<file path="config.mk">
export PLATFORM = sky130hd
export DESIGN_NAME = mo_ctrl
export DESIGN_NICKNAME = d
export VERILOG_FILES = /design/src/mo_pkg.sv /design/src/mo_timer.sv /design/src/mo_clkgen.sv /design/src/mo_ctrl.sv
export SDC_FILE = /design/constraint.sdc
export NUM_CORES = 1
export LEC_CHECK = 0
export BUFFER_PORTS_ARGS = -buffer_cell sky130_fd_sc_hd__clkbuf_2
export CAP_MARGIN = 25
export CORE_AREA = 2 2 133 96
export CTS_CLUSTER_SIZE = 24
export DETAILED_ROUTE_END_ITERATION = 10
export DIE_AREA = 0 0 135 98
export HOLD_SLACK_MARGIN = 0.02
export PLACE_DENSITY = 0.88
export SKIP_CTS_REPAIR_TIMING = 1
export SLEW_MARGIN = 10
export SYNTH_ARGS = -nofsm -noshare
export SYNTH_HDL_FRONTEND = slang
export SYNTH_SLANG_ARGS = --single-unit
</file>
<file path="constraint.sdc">
create_clock -name sys_clk -period 3.5 [get_ports sys_clk]
set_clock_uncertainty 0.2 [all_clocks]
set_input_delay 0.7 -clock sys_clk [delete_from_list [all_inputs] [get_ports sys_clk]]
set_output_delay 0.7 -clock sys_clk [all_outputs]
set_load 0.01 [all_outputs]
</file>
<file path="src/mo_pkg.sv">
// Package for the modem option control block: register map, option field
// positions, reset values and timing counts.
// Assumes a 125 MHz system clock; all timers count a 1 ms tick.
package mo_pkg;

  localparam int unsigned SYS_CLK_HZ = 125_000_000;
  localparam int unsigned CLK_PERIOD_NS = 8;
  localparam int unsigned TICK_NS = 1_000_000;
  localparam int unsigned TICK_CYCLES = TICK_NS / CLK_PERIOD_NS;
  localparam int unsigned HI_RATE_BPS = 1200;
  localparam int unsigned LO_RATE_BPS = 300;
  localparam int unsigned HI_HALF_CYCLES = SYS_CLK_HZ / (2 * HI_RATE_BPS);
  localparam int unsigned LO_HALF_CYCLES = SYS_CLK_HZ / (2 * LO_RATE_BPS);

  localparam int TIMER_W = 12;
  localparam int unsigned CARRIER_LOSS_MS = 350;
  localparam int unsigned LONG_SPACE_MS = 1600;
  localparam int unsigned SEND_SPACE_MS = 3000;
  // One tick past the figure, so the absence is strictly longer than it
  localparam logic [11:0] CARRIER_LOSS_TICKS = 12'(CARRIER_LOSS_MS + 1);
  localparam logic [11:0] LONG_SPACE_TICKS = 12'(LONG_SPACE_MS);
  localparam logic [11:0] SEND_SPACE_TICKS = 12'(SEND_SPACE_MS);

  localparam logic [3:0] ADDR_CONFIG = 4'h0;
  localparam logic [3:0] ADDR_STATUS = 4'h4;

  localparam int CF_RX_TIMING = 0;
  localparam int CF_TX_TIMING = 1;
  localparam int CF_TT_SRC = 2;
  localparam int CF_SYNC = 4;
  localparam int CF_CHAR_NINE = 5;
  localparam int CF_RLOOP_IGNORE = 6;
  localparam int CF_CARRIER_LOSS = 7;
  localparam int CF_SEND_SPACE = 8;
  localparam int CF_LONG_SPACE = 9;
  localparam int CF_AUTO_ANSWER = 10;
  localparam int CF_HIGH_ONLY = 11;
  localparam int CF_SPEED_SEL = 12;
  localparam int CF_SPEED_IND = 13;
  localparam int CF_SPEED_PIN = 14;
  localparam int CF_RLOOP_CTRL = 16;
  localparam int CF_ALOOP_CTRL = 17;
  localparam int CF_RING_IND = 18;
  localparam int CF_TEST_IND = 19;
  localparam int CF_DSR_IN_ALOOP = 20;
  localparam int CF_CTS_COMMON = 21;
  localparam int CF_CD_FORCED = 22;
  localparam int CF_DSR_FORCED = 23;
  localparam int CF_CTS_FORCED = 24;
  localparam logic [31:0] CONFIG_RESET = 32'h0014_2780;
  localparam logic [31:0] CONFIG_MASK = 32'h01FF_FFFF;

  localparam int ST_CALL = 0;
  localparam int ST_HIGH = 1;
  localparam int ST_ALOOP = 2;
  localparam int ST_DLOOP = 3;
  localparam int ST_SYNC = 4;
  localparam int ST_CD = 5;
  localparam int ST_CFG_REJECT = 6;
  localparam int ST_SYNC_CONFLICT = 7;
  localparam int ST_SPACING = 8;

  localparam logic [1:0] TT_INTERNAL = 2'h0;
  localparam logic [1:0] TT_EXTERNAL = 2'h1;
  localparam logic [1:0] TT_SLAVE = 2'h2;
  localparam logic [1:0] SPIN_NORMAL = 2'h0;
  localparam logic [1:0] SPIN_ALTERNATE = 2'h1;

  typedef enum logic [1:0] {
    CALL_IDLE,
    CALL_ONLINE,
    CALL_SEND_SPACE
  } mo_call_e;

endpackage : mo_pkg

</file>
<file path="src/mo_timer.sv">
// Duration timer counting system ticks while a condition holds.
// Assumes tick is a one-cycle pulse in the sys_clk domain.
`timescale 1ns/1ps
`default_nettype none
module mo_timer #(
  parameter logic [11:0] LIMIT = 12'h001
) (
  input wire logic sys_clk, // System clock
  input wire logic reset, // Synchronous reset, active high
  input wire logic tick, // Time base pulse
  input wire logic run, // Condition being timed
  output logic done // Condition held for LIMIT ticks
);
  logic [11:0] count;

  // Restarting at zero the moment run drops keeps bursts from adding up
  always_ff @(posedge sys_clk) begin
    if (reset || !run) begin
      count <= 12'h000;
    end else if (tick && count != LIMIT) begin
      count <= count + 12'h001;
    end
  end

  assign done = run && (count == LIMIT);
endmodule : mo_timer
`default_nettype wire

</file>
<file path="src/mo_clkgen.sv">
// Square-wave bit clock made from the system clock by a half-period count.
// Assumes the clock only needs to be a sampled level, not a real clock net.
`timescale 1ns/1ps
`default_nettype none
module mo_clkgen #(
  parameter int unsigned HALF = 2
) (
  input wire logic sys_clk, // System clock
  input wire logic reset, // Synchronous reset, active high
  output logic bit_clk // Generated bit clock level
);
  logic [17:0] count;

  always_ff @(posedge sys_clk) begin
    if (reset) begin
      count <= 18'h00000;
      bit_clk <= 1'b0;
    end else if (count == 18'(HALF - 1)) begin
      count <= 18'h00000;
      bit_clk <= ~bit_clk;
    end else begin
      count <= count + 18'h00001;
    end
  end
endmodule : mo_clkgen
`default_nettype wire

</file>
<file path="src/mo_ctrl.sv">
// Option control of the modem's terminal-side interface: timing sources,
// framing mode, call disconnect timers, answer, speed and loopback control,
// and the status leads toward the terminal. Registers over Avalon-MM.
// Assumes all modem and terminal inputs are synchronous to sys_clk.
//
// Implementation choices: the address map and register access over Avalon-MM.
`timescale 1ns/1ps
`default_nettype none
module mo_ctrl #(
  parameter int unsigned TICK_CYC = mo_pkg::TICK_CYCLES,
  parameter int unsigned HI_HALF = mo_pkg::HI_HALF_CYCLES,
  parameter int unsigned LO_HALF = mo_pkg::LO_HALF_CYCLES
) (
  input wire logic sys_clk, // System clock, 125 MHz
  input wire logic reset, // Synchronous reset, active high
  input wire logic [3:0] avs_address, // Byte address
  input wire logic avs_read, // Read request
  input wire logic avs_write, // Write request
  input wire logic [31:0] avs_writedata, // Write data
  input wire logic [3:0] avs_byteenable, // Write byte lanes
  output logic [31:0] avs_readdata, // Read data
  output logic avs_waitrequest, // Stall until answer
  input wire logic ext_tx_clk, // Terminal-supplied transmit clock
  input wire logic rx_clk_rec, // Recovered receive clock
  input wire logic carrier_in, // Carrier detected on the line
  input wire logic rx_space, // Received line is spacing
  input wire logic line_high_speed, // Far modem answered at high rate
  input wire logic ring_in, // Ring detected on the line
  input wire logic term_ready, // Terminal ready, holds the call
  input wire logic modem_dsr, // Internal data-set-ready status
  input wire logic modem_cts, // Internal clear-to-send status
  input wire logic speed_select_in, // Terminal speed select lead
  input wire logic remote_loop_in, // Terminal remote loopback lead
  input wire logic analog_loop_in, // Terminal analog loopback lead
  input wire logic remote_loop_request, // Far modem asks for loopback
  output logic tx_clk, // Transmit clock to modulator
  output logic term_tx_clk, // Transmit clock to terminal
  output logic term_rx_clk, // Receive clock to terminal
  output logic sync_mode, // Synchronous framing active
  output logic char_ten_bits, // Ten-bit characters, else nine
  output logic off_hook, // Line seized for a call
  output logic tx_force_space, // Transmitter sends steady space
  output logic high_speed, // High-rate channel selected
  output logic low_channel_en, // Low-rate channel operative
  output logic remote_loop_send, // Ask far modem for loopback
  output logic digital_loop_mode, // Local digital loopback active
  output logic analog_loop_mode, // Analog loopback active
  output logic speed_ind_normal, // Speed indicator, normal lead
  output logic speed_ind_alt, // Speed indicator, alternate lead
  output logic ring_ind_out, // Ring indicate to terminal
  output logic test_mode_out, // Test indicator to terminal
  output logic carrier_detect, // Carrier detect to terminal
  output logic dsr_out, // Data set ready to terminal
  output logic cts_out // Clear to send to terminal
);
  import mo_pkg::*;

  logic [31:0] cfg;
  logic [31:0] next_cfg;
  logic cfg_reject;
  logic ack;
  logic [16:0] tick_cnt;
  logic tick;
  mo_call_e call_state;
  logic hi_clk;
  logic lo_clk;
  logic sync_req;
  logic sync_ok;
  logic loss_done;
  logic long_done;
  logic send_done;
  logic loss_run;
  logic long_run;
  logic in_test;
  logic end_call;
  logic [31:0] status;
  logic wr_cfg;
  logic wr_status;
  logic bad_cfg;
  logic [1:0] tt_src;
  logic [1:0] spin;

  // Avalon slave: one wait cycle, then a single answer cycle
  assign avs_waitrequest = (avs_read || avs_write) && !ack;
  // Writes land on the answer edge, the one where waitrequest is seen low
  assign wr_cfg = avs_write && ack && avs_address == ADDR_CONFIG;
  assign wr_status = avs_write && ack && avs_address == ADDR_STATUS;

  always_ff @(posedge sys_clk) begin
    if (reset) begin
      ack <= 1'b0;
    end else begin
      ack <= (avs_read || avs_write) && !ack;
    end
  end

  always_comb begin
    next_cfg = cfg;
    for (int i = 0; i < 4; i++) begin
      if (avs_byteenable[i]) begin
        next_cfg[i*8 +: 8] = avs_writedata[i*8 +: 8];
      end
    end
    next_cfg = next_cfg & CONFIG_MASK;
  end

  assign bad_cfg = next_cfg[CF_DSR_IN_ALOOP] && next_cfg[CF_DSR_FORCED];

  always_ff @(posedge sys_clk) begin
    if (reset) begin
      cfg <= CONFIG_RESET;
    end else if (wr_cfg && !bad_cfg) begin
      cfg <= next_cfg;
    end
  end

  // Sticky until software writes one; a new reject in that cycle wins
  always_ff @(posedge sys_clk) begin
    if (reset) begin
      cfg_reject <= 1'b0;
    end else if (wr_cfg && bad_cfg) begin
      cfg_reject <= 1'b1;
    end else if (wr_status && avs_byteenable[0] &&
                 avs_writedata[ST_CFG_REJECT]) begin
      cfg_reject <= 1'b0;
    end
  end

  always_comb begin
    status = 32'h0000_0000;
    status[ST_CALL] = call_state != CALL_IDLE;
    status[ST_HIGH] = high_speed;
    status[ST_ALOOP] = analog_loop_mode;
    status[ST_DLOOP] = digital_loop_mode;
    status[ST_SYNC] = sync_mode;
    status[ST_CD] = carrier_detect;
    status[ST_CFG_REJECT] = cfg_reject;
    status[ST_SYNC_CONFLICT] = sync_req && !sync_ok;
    status[ST_SPACING] = tx_force_space;
  end

  always_ff @(posedge sys_clk) begin
    if (reset) begin
      avs_readdata <= 32'h0000_0000;
    end else if (avs_read && !ack) begin
      case (avs_address)
        ADDR_CONFIG: avs_readdata <= cfg;
        ADDR_STATUS: avs_readdata <= status;
        default: avs_readdata <= 32'h0000_0000;
      endcase
    end
  end

  // Millisecond tick from the master oscillator
  always_ff @(posedge sys_clk) begin
    if (reset || tick_cnt == 17'(TICK_CYC - 1)) begin
      tick_cnt <= 17'h00000;
    end else begin
      tick_cnt <= tick_cnt + 17'h00001;
    end
  end

  always_ff @(posedge sys_clk) begin
    if (reset) begin
      tick <= 1'b0;
    end else begin
      tick <= tick_cnt == 17'(TICK_CYC - 1);
    end
  end

  mo_clkgen #(.HALF(HI_HALF)) u_hi_clk (
    .sys_clk(sys_clk),
    .reset(reset),
    .bit_clk(hi_clk)
  );

  mo_clkgen #(.HALF(LO_HALF)) u_lo_clk (
    .sys_clk(sys_clk),
    .reset(reset),
    .bit_clk(lo_clk)
  );

  assign tt_src = cfg[CF_TT_SRC +: 2];

  always_ff @(posedge sys_clk) begin
    if (reset) begin
      tx_clk <= 1'b0;
    end else begin
      case (tt_src)
        TT_INTERNAL: tx_clk <= high_speed ? hi_clk : lo_clk;
        TT_EXTERNAL: tx_clk <= ext_tx_clk;
        TT_SLAVE: tx_clk <= rx_clk_rec;
        default: tx_clk <= high_speed ? hi_clk : lo_clk;
      endcase
    end
  end

  // Outputs lag tx_clk and rx_clk_rec by one cycle; harmless at these bit rates
  always_ff @(posedge sys_clk) begin
    if (reset) begin
      term_tx_clk <= 1'b0;
      term_rx_clk <= 1'b0;
    end else begin
      term_tx_clk <= cfg[CF_TX_TIMING] && tx_clk;
      term_rx_clk <= cfg[CF_RX_TIMING] && rx_clk_rec;
    end
  end

  // Sync asked for with a conflicting option falls back to async framing
  assign sync_req = cfg[CF_SYNC];
  assign sync_ok = cfg[CF_RX_TIMING] && cfg[CF_TX_TIMING] &&
                   !cfg[CF_SEND_SPACE] && !cfg[CF_LONG_SPACE];

  always_ff @(posedge sys_clk) begin
    if (reset) begin
      sync_mode <= 1'b0;
      char_ten_bits <= 1'b1;
    end else begin
      sync_mode <= sync_req && sync_ok;
      char_ten_bits <= !cfg[CF_CHAR_NINE];
    end
  end

  // Speed choice
  always_ff @(posedge sys_clk) begin
    if (reset) begin
      high_speed <= 1'b0;
      low_channel_en <= 1'b1;
    end else begin
      if (cfg[CF_HIGH_ONLY]) begin
        high_speed <= 1'b1;
      end else if (cfg[CF_SPEED_SEL]) begin
        high_speed <= speed_select_in;
      end else begin
        high_speed <= line_high_speed;
      end
      low_channel_en <= !cfg[CF_HIGH_ONLY];
    end
  end

  assign spin = cfg[CF_SPEED_PIN +: 2];

  always_ff @(posedge sys_clk) begin
    if (reset) begin
      speed_ind_normal <= 1'b0;
      speed_ind_alt <= 1'b0;
    end else begin
      speed_ind_normal <= cfg[CF_SPEED_IND] && high_speed &&
                          spin == SPIN_NORMAL;
      speed_ind_alt <= cfg[CF_SPEED_IND] && high_speed &&
                       spin == SPIN_ALTERNATE;
    end
  end

  // Loopback and test modes
  always_ff @(posedge sys_clk) begin
    if (reset) begin
      remote_loop_send <= 1'b0;
      analog_loop_mode <= 1'b0;
      digital_loop_mode <= 1'b0;
    end else begin
      remote_loop_send <= cfg[CF_RLOOP_CTRL] && remote_loop_in;
      analog_loop_mode <= cfg[CF_ALOOP_CTRL] && analog_loop_in;
      digital_loop_mode <= !cfg[CF_RLOOP_IGNORE] && remote_loop_request &&
                           call_state == CALL_ONLINE;
    end
  end

  assign in_test = remote_loop_send || analog_loop_mode || digital_loop_mode;

  always_ff @(posedge sys_clk) begin
    if (reset) begin
      test_mode_out <= 1'b0;
      ring_ind_out <= 1'b0;
    end else begin
      test_mode_out <= cfg[CF_TEST_IND] && in_test;
      ring_ind_out <= cfg[CF_RING_IND] && ring_in;
    end
  end

  // Terminal status leads
  always_ff @(posedge sys_clk) begin
    if (reset) begin
      carrier_detect <= 1'b0;
      dsr_out <= 1'b0;
    end else begin
      carrier_detect <= cfg[CF_CD_FORCED] || carrier_in;
      dsr_out <= cfg[CF_DSR_FORCED] || modem_dsr ||
                 (cfg[CF_DSR_IN_ALOOP] && analog_loop_mode);
    end
  end

  // Uses the same next carrier value so with CF_CTS_COMMON set CTS never outlives carrier detect
  always_ff @(posedge sys_clk) begin
    if (reset) begin
      cts_out <= 1'b0;
    end else begin
      cts_out <= (cfg[CF_CTS_FORCED] || modem_cts) &&
                 (!cfg[CF_CTS_COMMON] ||
                  cfg[CF_CD_FORCED] || carrier_in);
    end
  end

  // Disconnect timers
  assign loss_run = cfg[CF_CARRIER_LOSS] && call_state == CALL_ONLINE &&
                    !carrier_in;
  assign long_run = cfg[CF_LONG_SPACE] && call_state == CALL_ONLINE &&
                    rx_space;

  mo_timer #(.LIMIT(CARRIER_LOSS_TICKS)) u_loss (
    .sys_clk(sys_clk),
    .reset(reset),
    .tick(tick),
    .run(loss_run),
    .done(loss_done)
  );

  mo_timer #(.LIMIT(LONG_SPACE_TICKS)) u_long (
    .sys_clk(sys_clk),
    .reset(reset),
    .tick(tick),
    .run(long_run),
    .done(long_done)
  );

  mo_timer #(.LIMIT(SEND_SPACE_TICKS)) u_send (
    .sys_clk(sys_clk),
    .reset(reset),
    .tick(tick),
    .run(call_state == CALL_SEND_SPACE),
    .done(send_done)
  );

  assign end_call = !term_ready || loss_done || long_done;

  // Call sequencing
  always_ff @(posedge sys_clk) begin
    if (reset) begin
      call_state <= CALL_IDLE;
    end else begin
      case (call_state)
        CALL_IDLE: begin
          if (cfg[CF_AUTO_ANSWER] && ring_in && term_ready) begin
            call_state <= CALL_ONLINE;
          end
        end
        CALL_ONLINE: begin
          if (end_call) begin
            call_state <= cfg[CF_SEND_SPACE] ? CALL_SEND_SPACE
                                             : CALL_IDLE;
          end
        end
        CALL_SEND_SPACE: begin
          if (send_done) begin
            call_state <= CALL_IDLE;
          end
        end
        default: call_state <= CALL_IDLE;
      endcase
    end
  end

  always_ff @(posedge sys_clk) begin
    if (reset) begin
      off_hook <= 1'b0;
      tx_force_space <= 1'b0;
    end else begin
      off_hook <= call_state != CALL_IDLE;
      tx_force_space <= call_state == CALL_SEND_SPACE;
    end
  end
endmodule : mo_ctrl
`default_nettype wire

</file>
; ---- Yosys cells after proc, flatten, opt, wreduce, memory -nomap -nowiden
; Index checks and enable logic that the tools add are counted.
[word_totals]
reg_bits = 172
wordCells = 157
out_inout_bits = 52
in_bits = 57
[op_classes]
mux = 13
add_sub_neg = 6
n_reduce_logical = 81
n_bitwise = 2
n_eq_ne = 18
[op_table]
columns = op, n
row1 = $pmux W25 S2, 1
row2 = $logic_and A1 B1 Y1, 40
row3 = $add A12 B1 Y12 const B, 3
row4 = $add A18 B1 Y18 const B, 2
row5 = $eq A18 B16 Y1 const B, 1
row6 = $eq A18 B18 Y1 const B, 1
row7 = $add A17 B1 Y17 const B, 1
row8 = $eq A17 B17 Y1 const B, 1
row9 = $logic_or A1 B1 Y1, 15
row10 = $logic_not A1 Y1, 14
row11 = $eq A12 B11 Y1 const B, 1
row12 = $eq A12 B12 Y1 const B, 1
row13 = $eq A12 B9 Y1 const B, 1
row14 = $ne A12 B11 Y1 const B, 1
row15 = $ne A12 B12 Y1 const B, 1
row16 = $ne A12 B9 Y1 const B, 1
row17 = $mux W2, 4
row18 = $mux W8, 1
row19 = $reduce_and A2 Y1, 4
row20 = $eq A2 B1 Y1 const B, 3
row21 = $ne A2 B2 Y1 const B, 3
row22 = $pmux W2 S3, 1
row23 = $mux W1, 5
row24 = $eq A2 B2 Y1 const B, 2
row25 = 8 further kinds, 12

; ---- Logic depth before layout (Yosys ltp)
[logic_depth]
depth_word = 8
ltp_mapped = 6
ltp_nobuf = 6

; ---- Modules after synthesis
; A second synthesis with hierarchy kept.
[unflattened]
cells_unflattened = 826
area_unflattened_um2 = 7395.8
[by_module_without_submodules]
columns = mod, area_per_inst_um2, instances, seq_area_each_um2, cells_each
row1 = mo_ctrl, 3702.3, 1, 1821.7, 412
row2 = mo_clkgen (u_lo_clk), 894.6, 1, 380.4, 101
row3 = mo_clkgen (u_hi_clk), 883.3, 1, 380.4, 99
row4 = mo_timer (u_long), 698.2, 1, 240.2, 80
row5 = mo_timer (u_loss), 609.3, 1, 240.2, 65
row6 = mo_timer (u_send), 608.1, 1, 240.2, 69

; ---- Least setup slack after synthesis
; No wires, ideal clock.
[synth_path]
path_kind = input port to flip-flop
start = input port avs_address[1]
end = register cfg[16]
path_buffers = 1
setup_time_ns = 0.128
stages = 5
setup_slack_ns = 1.288
required_ns = 3.172
arrival_time_ns = 1.884
path_cell_list = nor4_1 > clkbuf_1 > nand4_1 > mux2i_1 > nor2_1
[synth_via]
elab_chain_len = 4
[synth_lines]
columns = item, line_no
row1 = from (decl), mo_ctrl.sv:16  ; input wire logic [3:0] avs_address,
row2 = $logic_not A4 Y1, mo_ctrl.sv:86  ; assign wr_cfg = avs_write && ack && avs_address == ADDR_CONFIG;
row3 = $logic_and A1 B1 Y1, mo_ctrl.sv:86
row4 = $logic_and A1 B1 Y1, mo_ctrl.sv:112  ; end else if (wr_cfg && !bad_cfg) begin
row5 = $reduce_and A2 Y1 (no source line), --
row6 = to (signal assigned), mo_ctrl.sv:113  ; cfg <= next_cfg;
row7 = to (decl), mo_ctrl.sv:58  ; logic [31:0] cfg;
; No other way between the ends.
; A chain may end at the register's enable or synchronous reset.

; ---- Final worst setup path
[layout_path]
start = input port avs_address[1]
end = register cfg[13]
; The elaborated chain is that of the path after synthesis.

==> key figures <==
STA
  • Crit path time final: 2.34 ns
  • Fin crit share: 0.669
  • Final-report hold violation count: 0
  • Max Fclk: 427 MHz
  • Tightest Pin Transition: 0.779 ns
  • Max Slew Vio Count: 0
  • RSZ-0062 raised after global routing: no
  • Setup TNS: 0 ns
  • Final count of negative-setup-slack endpoints: 0
  • Slew HR: 0.476
  • WHS: 0.249 ns

Logic synthesis
  • Seq cells post-synth: 165
  • Syn Inst Count: 805
  • Distinct cells, synth: 56
  • Mapped cell area: 7030 µm²
  • Area leader, netlist: dfxtp_1
  • Synthesized area per cell: 8.73 µm²
  • Async set or reset register ratio after synthesis: 0
  • Yosys warns: 0
  • Commonest register cell after synthesis: dfxtp_1
  • Post-synthesis sequential area ratio: 0.470
  • Synth top area cells: dfxtp_1, nor2_1, xnor2_1
  • Post-synth EDFFs: 0
  • Synth top area share: 0.470

Floorplanning
  • Die Wd: 135 µm
  • Row cnt: 34
  • Core area: 12,100 µm²
  • Die Area: 13,200 µm²
  • Initial core utilization: 0.582
  • Ports: 109
  • Floorplan die height: 98 µm

Setup path
  • Setup crit start kind: input port
  • Reg2reg path depth: 4
  • R2r setup slk: 1.29 ns
  • Critical Path Fanout Max: 12
  • Crit. End Element: flip-flop
  • Worst r2r src: tick_cnt[8]
  • Critical Path AT: 2.51 ns
  • Worst EP required: 3.67 ns
  • Crit Path Class: in -> reg
  • Reg2reg end: tick_cnt[11]

Placed design
  • Post-DP Area: 7640 µm²
  • Placed Cells: 1,040
  • Post-DP HPWL: 11,200 µm
  • I/O Buffers: 94
  • GPL Wtd Cong: 0.852

Power
  • P_leak: 2.98 nW
  • Switching Share: 0.254
  • Power per cell area: 479 nW/µm²
  • Flop pwr share: 0.487
  • Peak supply drop: 0.379 mV
  • Combinational share of power: 0.047
  • Post-route total power: 3.95 mW
  • Clock power frac: 0.466
  • Internal Power: 2.95 mW
  • Switching power: 1.00 mW

Detailed routing
  • DRC viols: 0
  • Vias/cell: 5.76
  • Drt pass-1 iters: 5
  • Drt total wl: 16,700 µm
  • Post-route ant nets: 0
  • Met2 WL: 7420 µm
  • Post-DR wirelength/cell: 15.5 µm
  • Met3 wire len: 1430 µm
  • Initial DRC count: 609
  • Via count: 6,177
  • M1 WL: 7530 µm
  • Top Metal Used: met4

Clock tree
  • Clk_lat worst skew: 0.43 ns
  • CTS tree: done
  • Clk slew on worst S/H paths: 0.07 ns
  • H-Tree Depth: 4
  • Clk sinks: 165
  • Clock Tree Buf Depth: 2
  • Cts bufs inserted: 17
  • Clock Tree Root: clkbuf_16

Layout
  • Final Instance Area: 8250 µm²
  • Multi-input combinational cell area: 3470 µm²
  • Final Non-Filler Cells: 1,073
  • Most frequent cells in the layout: dfxtp_1, nor2_1, clkbuf_2, nand3_1, a21oi_1
  • Commonest non-fill, non-tap cell in the layout: dfxtp_1
  • Layout Area Growth over Synthesis: 17.3%
  • Register Area: 3300 µm²
  • Total Nets Final: 967
  • Share of cells above drive strength 1: 0.173
  • FILL cells: 951
  • Ant diodes: 0

Global route
  • First-pass GRT wire length: 26,700 µm
  • Pin count of the biggest net entering global routing: 40
  • Number of global-route vias before repair: 5,464
  • Initial antenna violation count: 0
  • Total track usage: 0.252
  • Grt total ovfl: 0

Min path
  • Worst hold path cell count: 1
  • Worst Hold Endpoint: low_channel_en
  • Hold Path Class: reg -> reg
  • Hold Startpoint: cfg[11]

Status
  • Outcome: finished, final reports clean

Job
  • # Max-Cap Violations: 0
## flip-flops by register name (all words and copies together), names as in the netlist, 2 cells and up
register,count
u_hi_clk.count,18
cfg,25
tick_cnt,17
avs_readdata,25
u_long.count,12
u_send.count,12
u_loss.count,12
call_state,2
u_lo_clk.count,18
## cells by family (layout without fill, tap and decap cells)
| family | count (synthesis) | in the layout | synth area share |
|---|---|---|---|
| AND/OR/NAND/NOR | 375 | 375 | 0.280 |
| multiplexers | 9 | 9 | 0.0128 |
| AO/OA/AOI/OAI | 114 | 114 | 0.0979 |
| buffers and inverters | 67 | 167 | 0.0406 |
| flip-flops | 165 | 165 | 0.470 |
| XOR/XNOR | 62 | 62 | 0.0772 |
| other | 1 | 7 | 0.000533 |
| adder cells (fa/ha/maj) | 12 | 12 | 0.0214 |
## worst max path at each step
stage | end | depth (start not counted) | start
after floorplan | cfg[16] | 5 | avs_address[1]
after global placement | cfg[11] | 6 | avs_address[1]
after detailed placement | cfg[7] | 6 | avs_address[1]
after CTS | cfg[13] | 6 | avs_address[1]
after global routing | cfg[13] | 6 | avs_address[1]
final | cfg[13] | 6 | avs_address[1]
## area by class of cell
cell class | count | area share
flip-flops and latches | 165 | 0.400
clock inverters | 14 | 0.0191
multi-input cells | 579 | 0.421
inverters | 29 | 0.0132
clock buffers | 18 | 0.0532
well taps | 162 | 0.0246
repair buffers | 106 | 0.0684
## metal layers
| layer | GRT usage | vias up |
|---|---|---|
| met5 | 0 | - |
| met2 | 0.382 | 261 |
| met4 | 0.0946 | 0 |
| met1 | 0.348 | 2871 |
| met3 | 0.0644 | 23 |
| li1 | - | 3022 |
## synthesized netlist by cell type (4+ instances only)
| library cell | number |
|---|---|
| nand2_1 | 48 |
| nand4b_1 | 5 |
| and3_1 | 4 |
| a221oi_1 | 9 |
| dfxtp_1 | 165 |
| clkbuf_1 | 26 |
| xor2_1 | 21 |
| nor3_1 | 27 |
| nor4_1 | 22 |
| and4_1 | 4 |
| or3_1 | 15 |
| nand2b_1 | 6 |
| or2_2 | 5 |
| a21oi_1 | 51 |
| or4_1 | 6 |
| o31ai_1 | 5 |
| buf_4 | 8 |
| nand3_1 | 58 |
| or4b_2 | 4 |
| xnor2_1 | 41 |
| nor3b_1 | 6 |
| and2_1 | 5 |
| a211oi_1 | 8 |
| nor2b_1 | 4 |
| inv_1 | 29 |
| and3b_1 | 5 |
| nor2_1 | 109 |
| ha_1 | 12 |
| nand3b_1 | 4 |
| o21ai_0 | 29 |
| mux2i_1 | 9 |
| nand4_1 | 27 |
## power by group through the flow
stage | Sequential, mW | Combinational, mW | Clock (mW)
6_report | 1.92 | 0.184 | 1.84
5_1_grt | 1.93 | 0.200 | 1.96
4_1_cts | 1.92 | 0.180 | 1.86
3_5_place_dp | 1.97 | 0.179 | 0
3_3_place_gp | 1.97 | 0.174 | 0
2_1_floorplan | 1.97 | 0.102 | 0
## per-stage QoR
stage | setup WS (ns) | util
final | 1.16 | 0.683
after CTS | 1.21 | 0.682
after global placement | 0.849 | 0.632
after floorplan | 1.29 | -
after detailed placement | 0.777 | 0.632
after global routing | 1.02 | 0.683
## worst max-delay path, stage by stage
cell	delay (ns)
clkbuf_2	0.10
nor4_2	0.71
nand4_1	0.18
buf_4	0.23
nor2_1	0.36
mux2i_1	0.23
Note: power is estimated with default switching activity, not from simulation.
